[config.mk]
export PLATFORM = sky130hd
export DESIGN_NAME = usb_device_pad_irq_status
export DESIGN_NICKNAME = d
export VERILOG_FILES = /design/src/hw/usb_dev_pkg.sv /design/src/hw/usb_device_pad_irq_status.sv
export SDC_FILE = /design/constraint.sdc
export NUM_CORES = 1
export LEC_CHECK = 0
export ABC_AREA = 1
export BUFFER_PORTS_ARGS = -buffer_cell sky130_fd_sc_hd__buf_2
export CORE_MARGIN = 5
export CORE_UTILIZATION = 53
export DETAILED_ROUTE_END_ITERATION = 6
export PLACE_DENSITY = 0.79
export SLEW_MARGIN = 20
export SYNTH_ARGS = -nofsm -noshare
export SYNTH_HDL_FRONTEND = slang
export SYNTH_HIERARCHICAL = 1
export SYNTH_SLANG_ARGS = --single-unit
[constraint.sdc]
create_clock -name core_clk -period 1.4 [get_ports core_clk]
set_input_delay 0.21 -clock core_clk [delete_from_list [all_inputs] [get_ports core_clk]]
set_output_delay 0.21 -clock core_clk [all_outputs]
set_load 0.02 [all_outputs]
[src/hw/usb_dev_pkg.sv]
// Overview of operation
// - Sleep sets sleep flag, clears wake, idles pad
// - Bus activity sets wake, clears sleep, wakes pad
// - Disabled controller or disconnect forces pad idle
// - Pad reactivates on enable one, disconnect zero
// - Status bit 14 shows generic clock usable
// - Speed field 00 full, 10 low
// - Name word at 0x824 is read-only
// - Enable bit one lets its source interrupt
// - Clear register ones clear matching enables
// - Set register ones set matching enables
// - Enable bits 0,2,3,4,5,6 per source
// - Endpoint enables from bit 12 upward
package usb_dev_pkg;

    localparam int ADDR_W = 12;
    localparam int DATA_W = 32;
    localparam int EP_NUM = 7;

    // Register byte offsets
    localparam logic [ADDR_W-1:0] OFS_DEV_CTRL    = 12'h000;
    localparam logic [ADDR_W-1:0] OFS_FLAGS       = 12'h004;
    localparam logic [ADDR_W-1:0] OFS_FLAGS_CLR   = 12'h008;
    localparam logic [ADDR_W-1:0] OFS_IRQ_EN      = 12'h010;
    localparam logic [ADDR_W-1:0] OFS_IRQ_EN_CLR  = 12'h014;
    localparam logic [ADDR_W-1:0] OFS_IRQ_EN_SET  = 12'h018;
    localparam logic [ADDR_W-1:0] OFS_GEN_CTRL    = 12'h800;
    localparam logic [ADDR_W-1:0] OFS_GEN_STATUS  = 12'h804;
    localparam logic [ADDR_W-1:0] OFS_IP_LABEL    = 12'h824;

    // Interrupt source bit positions
    localparam int SLEEP_BIT      = 0;
    localparam int FRAME_BIT      = 2;
    localparam int RST_END_BIT    = 3;
    localparam int ACTIVITY_BIT   = 4;
    localparam int RSM_END_BIT    = 5;
    localparam int UP_RSM_BIT     = 6;
    localparam int EP_LSB         = 12;

    // Control and status field positions
    localparam int DISCONNECT_BIT = 8;
    localparam int CTRL_EN_BIT    = 15;
    localparam int GCLK_OK_BIT    = 14;
    localparam int SPEED_LSB      = 12;

    localparam logic [1:0] SPEED_FULL = 2'h0;
    localparam logic [1:0] SPEED_LOW  = 2'h2;

    // Implemented interrupt bits
    localparam logic [DATA_W-1:0] IRQ_MASK = 32'h0007f07d;
    localparam logic [DATA_W-1:0] RST_ZERO = 32'h00000000;
    localparam logic              DISC_RST = 1'b1;

    // Name word, arbitrary value
    localparam logic [DATA_W-1:0] IP_LABEL = 32'h55534244;

    // Pad state, one-hot
    typedef enum logic [1:0] {
        PAD_IDLE   = 2'b01,
        PAD_ACTIVE = 2'b10
    } pad_state_t;
    localparam int PAD_ACTIVE_IDX = 1;

    // Register port request
    typedef struct packed {
        logic              wr;
        logic              rd;
        logic [ADDR_W-1:0] addr;
        logic [DATA_W-1:0] wdata;
    } reg_req_t;

    // Same-clock bus event pulses
    typedef struct packed {
        logic              frame_start;
        logic              reset_end;
        logic              resume_end;
        logic              upstream_resume;
        logic [EP_NUM-1:0] endpoint;
    } link_evt_t;

    // Asynchronous bus pin levels
    typedef struct packed {
        logic bus_sleep;
        logic bus_activity;
        logic gclk_usable;
        logic low_speed;
    } pin_lvl_t;

endpackage : usb_dev_pkg

[src/hw/usb_device_pad_irq_status.sv]
// The plain strobed port was chosen for this implementation.
`timescale 1ns/1ps

// Three-stage synchroniser, change accepted when stages two and three agree
module pin_sync3 #(
    parameter int W = 1
) (
    input  wire logic         core_clk,
    input  wire logic         nrst,
    input  wire logic [W-1:0] din,
    output logic      [W-1:0] level
);

    logic [W-1:0] s1_q;
    logic [W-1:0] s2_q;
    logic [W-1:0] s3_q;
    logic [W-1:0] level_q;

    // Synchroniser chain
    always_ff @(posedge core_clk or negedge nrst)
    begin
        if (!nrst)
        begin
            s1_q <= '0;
            s2_q <= '0;
            s3_q <= '0;
        end
        else
        begin
            s1_q <= din;
            s2_q <= s1_q;
            s3_q <= s2_q;
        end
    end

    // Accept per bit when the later stages agree
    always_ff @(posedge core_clk or negedge nrst)
    begin
        if (!nrst)
        begin
            level_q <= '0;
        end
        else
        begin
            for (int i = 0; i < W; i++)
            begin
                if (s2_q[i] == s3_q[i])
                begin
                    level_q[i] <= s3_q[i];
                end
            end
        end
    end

    assign level = level_q;

endmodule : pin_sync3

// Device pad control, status bits and global interrupt enables
module usb_device_pad_irq_status (
    input  wire logic                    core_clk,
    input  wire logic                    nrst,
    input  wire usb_dev_pkg::reg_req_t   req,
    output logic [usb_dev_pkg::DATA_W-1:0] rdata,
    input  wire usb_dev_pkg::pin_lvl_t   pins,
    input  wire usb_dev_pkg::link_evt_t  evt,
    output logic                         pad_active,
    output logic                         irq
);
    import usb_dev_pkg::*;

    pin_lvl_t          pin_s;
    pin_lvl_t          pin_prev_q;
    logic              sleep_evt;
    logic              activity_evt;

    logic              ctrl_en_q;
    logic              disconnect_q;
    logic              ctrl_wr;
    pad_state_t        pad_q;
    logic              en_next;
    logic              disc_next;

    logic [DATA_W-1:0] flags_q;
    logic [DATA_W-1:0] flags_d;
    logic [DATA_W-1:0] flag_set;
    logic [DATA_W-1:0] flag_clr;
    logic [DATA_W-1:0] irq_en_q;
    logic [DATA_W-1:0] status_q;
    logic [DATA_W-1:0] rdata_q;
    logic              irq_q;

    logic              wr_dev_ctrl;
    logic              wr_gen_ctrl;
    logic              wr_flags_clr;
    logic              wr_en_clr;
    logic              wr_en_set;

    // Pin levels into the core clock
    pin_sync3 #(
        .W($bits(pin_lvl_t))
    ) u_pin_sync (
        .core_clk (core_clk),
        .nrst     (nrst),
        .din      (pins),
        .level    (pin_s)
    );

    // Previous accepted levels for edge detection
    always_ff @(posedge core_clk or negedge nrst)
    begin
        if (!nrst)
        begin
            pin_prev_q <= '0;
        end
        else
        begin
            pin_prev_q <= pin_s;
        end
    end

    // Rising edges of sleep and activity detections
    assign sleep_evt    = pin_s.bus_sleep & ~pin_prev_q.bus_sleep;
    assign activity_evt = pin_s.bus_activity
                        & ~pin_prev_q.bus_activity;

    // Write strobe decode
    assign wr_dev_ctrl  = req.wr && (req.addr == OFS_DEV_CTRL);
    assign wr_gen_ctrl  = req.wr && (req.addr == OFS_GEN_CTRL);
    assign wr_flags_clr = req.wr && (req.addr == OFS_FLAGS_CLR);
    assign wr_en_clr    = req.wr && (req.addr == OFS_IRQ_EN_CLR);
    assign wr_en_set    = req.wr && (req.addr == OFS_IRQ_EN_SET);
    assign ctrl_wr      = wr_dev_ctrl | wr_gen_ctrl;

    // Control values as they stand after this edge, so a write acts at once
    assign en_next      = wr_gen_ctrl ? req.wdata[CTRL_EN_BIT] : ctrl_en_q;
    assign disc_next    = wr_dev_ctrl ? req.wdata[DISCONNECT_BIT]
                                      : disconnect_q;

    // Disconnect control bit, set out of reset
    always_ff @(posedge core_clk or negedge nrst)
    begin
        if (!nrst)
        begin
            disconnect_q <= DISC_RST;
        end
        else if (wr_dev_ctrl)
        begin
            disconnect_q <= req.wdata[DISCONNECT_BIT];
        end
    end

    // Controller enable bit
    always_ff @(posedge core_clk or negedge nrst)
    begin
        if (!nrst)
        begin
            ctrl_en_q <= 1'b0;
        end
        else if (wr_gen_ctrl)
        begin
            ctrl_en_q <= req.wdata[CTRL_EN_BIT];
        end
    end

    // Pad state machine
    always_ff @(posedge core_clk or negedge nrst)
    begin
        if (!nrst)
        begin
            pad_q <= PAD_IDLE;
        end
        else
        begin
            case (pad_q)
                PAD_IDLE:
                begin
                    if (en_next && !disc_next
                        && (activity_evt || ctrl_wr))
                    begin
                        pad_q <= PAD_ACTIVE;
                    end
                end
                PAD_ACTIVE:
                begin
                    if (!en_next || disc_next)
                    begin
                        pad_q <= PAD_IDLE;
                    end
                    else if (sleep_evt && !activity_evt)
                    begin
                        pad_q <= PAD_IDLE;
                    end
                end
                default:
                begin
                    pad_q <= PAD_IDLE;
                end
            endcase
        end
    end

    assign pad_active = pad_q[PAD_ACTIVE_IDX];

    // Flag sources; activity beats sleep on a tie
    always_comb
    begin
        flag_set = '0;
        flag_clr = '0;
        if (wr_flags_clr)
        begin
            flag_clr = req.wdata & IRQ_MASK;
        end
        if (activity_evt)
        begin
            flag_set[ACTIVITY_BIT] = 1'b1;
            flag_clr[SLEEP_BIT]    = 1'b1;
        end
        else if (sleep_evt)
        begin
            flag_set[SLEEP_BIT]    = 1'b1;
            flag_clr[ACTIVITY_BIT] = 1'b1;
        end
        flag_set[FRAME_BIT]   = evt.frame_start;
        flag_set[RST_END_BIT] = evt.reset_end;
        flag_set[RSM_END_BIT] = evt.resume_end;
        flag_set[UP_RSM_BIT]  = evt.upstream_resume;
        flag_set[EP_LSB +: EP_NUM] = evt.endpoint;
    end

    // Hardware set wins over any clear
    assign flags_d = ((flags_q & ~flag_clr) | flag_set) & IRQ_MASK;

    // Sticky interrupt flags
    always_ff @(posedge core_clk or negedge nrst)
    begin
        if (!nrst)
        begin
            flags_q <= RST_ZERO;
        end
        else
        begin
            flags_q <= flags_d;
        end
    end

    // Enable register with set and clear companions
    always_ff @(posedge core_clk or negedge nrst)
    begin
        if (!nrst)
        begin
            irq_en_q <= RST_ZERO;
        end
        else if (wr_en_set)
        begin
            irq_en_q <= irq_en_q | (req.wdata & IRQ_MASK);
        end
        else if (wr_en_clr)
        begin
            irq_en_q <= irq_en_q & ~req.wdata;
        end
    end

    // Interrupt line from enabled flags
    always_ff @(posedge core_clk or negedge nrst)
    begin
        if (!nrst)
        begin
            irq_q <= 1'b0;
        end
        else
        begin
            irq_q <= |(flags_d & irq_en_q);
        end
    end

    assign irq = irq_q;

    // General status snapshot
    always_ff @(posedge core_clk or negedge nrst)
    begin
        if (!nrst)
        begin
            status_q <= RST_ZERO;
        end
        else
        begin
            status_q <= RST_ZERO;
            status_q[GCLK_OK_BIT] <= pin_s.gclk_usable;
            status_q[SPEED_LSB +: 2] <= pin_s.low_speed
                                      ? SPEED_LOW
                                      : SPEED_FULL;
        end
    end

    // Read data, one cycle after the strobe
    always_ff @(posedge core_clk or negedge nrst)
    begin
        if (!nrst)
        begin
            rdata_q <= RST_ZERO;
        end
        else if (req.rd)
        begin
            case (req.addr)
                OFS_DEV_CTRL:
                begin
                    rdata_q <= RST_ZERO;
                    rdata_q[DISCONNECT_BIT] <= disconnect_q;
                end
                OFS_GEN_CTRL:
                begin
                    rdata_q <= RST_ZERO;
                    rdata_q[CTRL_EN_BIT] <= ctrl_en_q;
                end
                OFS_FLAGS:      rdata_q <= flags_q;
                OFS_IRQ_EN:     rdata_q <= irq_en_q;
                OFS_GEN_STATUS: rdata_q <= status_q;
                OFS_IP_LABEL:   rdata_q <= IP_LABEL;
                default:        rdata_q <= RST_ZERO;
            endcase
        end
        else
        begin
            rdata_q <= RST_ZERO;
        end
    end

    assign rdata = rdata_q;

endmodule : usb_device_pad_irq_status

==> out/summary.md <==
The number of hold violations in the final report was 0. The average vias per placed instance works out to 4.80. The share of flip-flops with an asynchronous set or reset works out to 1.00.

Detailed routing inserted a total of 3325 vias. The longest clock path from root to sink contains 2 buffers. In this run the remaining antenna-violating nets after routing total 0. The clock arrives with 0.00989 ns of skew. At the end of routability-driven placement, the weighted congestion stood at 0.943.

Data on the critical path is required at its endpoint by 1.66 ns. The number of pins with negative max-slew slack in the final report is 0, and the static power due to leakage is 0.00309 uW. The most heavily used metal layer in global routing is met2. The initial antenna violation count was 1. The share of synthesized area occupied by flip-flops and latches was 0.613; the maximum fanout count along the critical path was 3. Measured along the y axis, the die boundary spans 98.7 um.

The type of element launching the critical path was a register. Across the run, the number of max-cap violations was 0. STA classifies the critical path endpoint as a register. The logs give 0.679 for the share of the core filled with cells in the final layout and 9030 um for the overall routed net length.

When the netlist entered floorplanning its net count stood at 527. Data arrives at the worst endpoint at 1.58 ns. TritonCTS built the clock tree.

The run gives 758 MHz as the upper clock frequency limit. The tools report the global-route usage over all layers as 0.201. The final cell area excluding filler cells is 5220 um2, and the top-level port count is 97. Entering global routing, the biggest net connects 33 pins. Counting the fill cells in the layout gives 634. The via count of the first global-routing pass was 3419. The die covers 9740 um2.

The logs give 0 for the antenna cell count and 3 for the maximum level of the CTS H-tree. The class of the most critical hold timing path is in2reg. Timing analysis after detailed placement gives a worst setup slack of -0.214 ns. The initial standard-cell utilization of the core is 0.542, and the number of port buffers is 96. The core region is 7690 um2. The total overflow left after global routing is 0.

For this run, the post-layout net count is 649. VDD sags by at most 0.628 mV. The met2 usage was 0.340; the worst setup margin was 0.0800 ns. Power spread over the standard cell area amounts to 1030 nW/um2. The final setup violation count was 0; the ratio of cells with drive above 1 in the final layout was 0.269. Class of the most critical setup path: reg2reg.

The horizontal die dimension was 98.7 um; the slew at the pin with the worst max-slew slack was 0.377 ns. Before antenna repair, the detailed router went through 4 iterations. The wire length of the first global-routing pass is 15700 um, and the final clock period utilization by the worst path is 0.943.

The headroom to the max-slew limit was 0.748. The minimum period implied by the final worst setup slack is 1.32 ns. For the worst-skew pair, the clock arrives at the later sink with an insertion delay of 0.37 ns. TritonCTS created 9 clock buffers.

The instance count of the mapped netlist was 464. Post-synthesis average cell area: 8.98 um2. Clock tree synthesis selected as its root buffer the cell sky130_fd_sc_hd__clkbuf_8. The clock transition at the register clock pins on the worst setup and hold paths after CTS is 0.09 ns, and the post-synthesis sequential element count is 102.

The met1 track demand over resource in global routing is 0.243, and the internal reg-to-reg setup slack is 0.08 ns. For this block, the initial DRC count from the detailed router was 179. The synthesized netlist occupies a cell area of 4170 um2. The number of enable-type register cells in the synthesized netlist was 0.

The area after detailed placement came out at 4940 um2. The number of distinct standard cells referenced by the synthesized netlist was 27; the final routed wire length divided by cell count was 13.0 um. The tools report the final HPWL from detailed placement as 6720 um. Synthesis warning total: 6. Relative to the synthesized area, the layout overhead comes to 25.2%. For this run, design rule violations remaining after detail routing come to 0. Among all flip-flop cells after synthesis, the most frequent one is sky130_fd_sc_hd__dfrtp_1. The flow ran to the end, and the final reports show no timing, DRC or antenna violations. The initialized floorplan defines 32 standard-cell rows. The number of clock sinks seen by CTS is 102. Setup total negative slack on the finished layout was measured at 0 ns.

For the met3 track demand over resource in global routing, the log shows 0.0630.
## final timing paths
path	start	end	depth (start not counted)
setup / recovery	u_pin_sync/level[2]	irq	9
hold / removal	evt[6]	flags_q[18]	3
setup reg to reg	u_pin_sync/level[2]	irq	9
hold reg to reg	u_pin_sync/s1_q[0]	u_pin_sync/s2_q[0]	0
max in group asynchronous	nrst	flags_q[6]	3
min in group asynchronous	nrst	async pin	2
## metrics by stage
| step | total power (uW) | std cells | hold WS (ns) |
|---|---|---|---|
| global placement | 3410 | 671 | 0.147 |
| global route | 5580 | 693 | 0.0492 |
| floorplan | 3210 | 464 | -0.0856 |
| detailed placement | 3430 | 671 | 0.142 |
| CTS | 5400 | 692 | 0.0323 |
| finish | 5350 | 693 | 0.0446 |
## report_power, final
group          switching, uW  leakage [uW]  internal (uW)
Combinational            202       0.00167            147
Sequential              29.0       0.00131           3000
Clock                   1020      0.000107            943
Total                   1250       0.00309           4090
## critical path: stages, from the launching register on
cell                      delay (ns)
sky130_fd_sc_hd__dfrtp_1        0.39
sky130_fd_sc_hd__inv_1          0.07
sky130_fd_sc_hd__nor2_2         0.15
sky130_fd_sc_hd__inv_1          0.08
sky130_fd_sc_hd__nand2_1        0.10
sky130_fd_sc_hd__nand2_1        0.09
sky130_fd_sc_hd__nand2_1        0.09
sky130_fd_sc_hd__nand3_1        0.09
sky130_fd_sc_hd__nor2_1         0.11
sky130_fd_sc_hd__nand2_1        0.06
## cells in the final DEF (no fill, tap or decap), types with 2 or more instances in the layout
cell type	count
sky130_fd_sc_hd__buf_4	18
sky130_fd_sc_hd__dfstp_2	2
sky130_fd_sc_hd__clkbuf_8	11
sky130_fd_sc_hd__buf_12	6
sky130_fd_sc_hd__o21ai_0	40
sky130_fd_sc_hd__o21ai_1	11
sky130_fd_sc_hd__nor3_1	2
sky130_fd_sc_hd__buf_2	95
sky130_fd_sc_hd__or2_1	2
sky130_fd_sc_hd__inv_1	97
sky130_fd_sc_hd__a21oi_1	12
sky130_fd_sc_hd__nor2_4	3
sky130_fd_sc_hd__nand2_2	5
sky130_fd_sc_hd__nor3_2	2
sky130_fd_sc_hd__dlygate4sd3_1	5
sky130_fd_sc_hd__dfrtp_1	100
sky130_fd_sc_hd__inv_6	3
sky130_fd_sc_hd__inv_2	3
sky130_fd_sc_hd__nor2_1	36
sky130_fd_sc_hd__nand2_1	93
sky130_fd_sc_hd__nand3_1	31
sky130_fd_sc_hd__nor2_2	5
## cell usage after synthesis, types with 3 or more instances
cell	count	area share
sky130_fd_sc_hd__clkbuf_1	5	0.0045
sky130_fd_sc_hd__buf_2	4	0.0048
sky130_fd_sc_hd__a21oi_1	12	0.014
sky130_fd_sc_hd__nand2_2	5	0.0075
sky130_fd_sc_hd__buf_6	3	0.0081
sky130_fd_sc_hd__o21ai_0	40	0.048
sky130_fd_sc_hd__nand2_1	93	0.084
sky130_fd_sc_hd__nor2_4	3	0.0081
sky130_fd_sc_hd__nand3_1	31	0.037
sky130_fd_sc_hd__nor2_2	4	0.0060
sky130_fd_sc_hd__inv_1	97	0.087
sky130_fd_sc_hd__inv_2	3	0.0027
sky130_fd_sc_hd__dfrtp_1	100	0.60
sky130_fd_sc_hd__o21ai_1	11	0.013
sky130_fd_sc_hd__nor2_1	37	0.033
## cell type report
| cell class | count | area, um2 | area share |
|---|---|---|---|
| sequential | 102 | 2550 | 0.490 |
| timing repair buffer | 124 | 781 | 0.150 |
| inverter | 100 | 375 | 0.0719 |
| multi-input combinational | 249 | 1160 | 0.223 |
| clock buffer | 11 | 151 | 0.0290 |
| tap | 102 | 128 | 0.0245 |
| clock inverter | 5 | 63.8 | 0.0122 |
## cells by family after synthesis
family	share of synthesized area
AOI/OAI and AO/OA	0.0813
buffers and inverters	0.108
DFF	0.613
and+or+nand+nor	0.197
## timing repair
item / in CTS / in global routing
setup endpoints to repair: 0 / 2
setup buffers: 0 / 1
endpoints found under the hold margin: 23 / 0
hold buffers: 5 / 0
gates resized for setup: 0 / 1
## routing by layer
layer | vias up | wire length [um]
li1 | 1651 | -
met1 | 1547 | 3650
met2 | 104 | 4550
met3 | 21 | 657
met4 | 2 | 163
met5 | - | 11
Note: power is estimated with default switching activity, not from simulation.
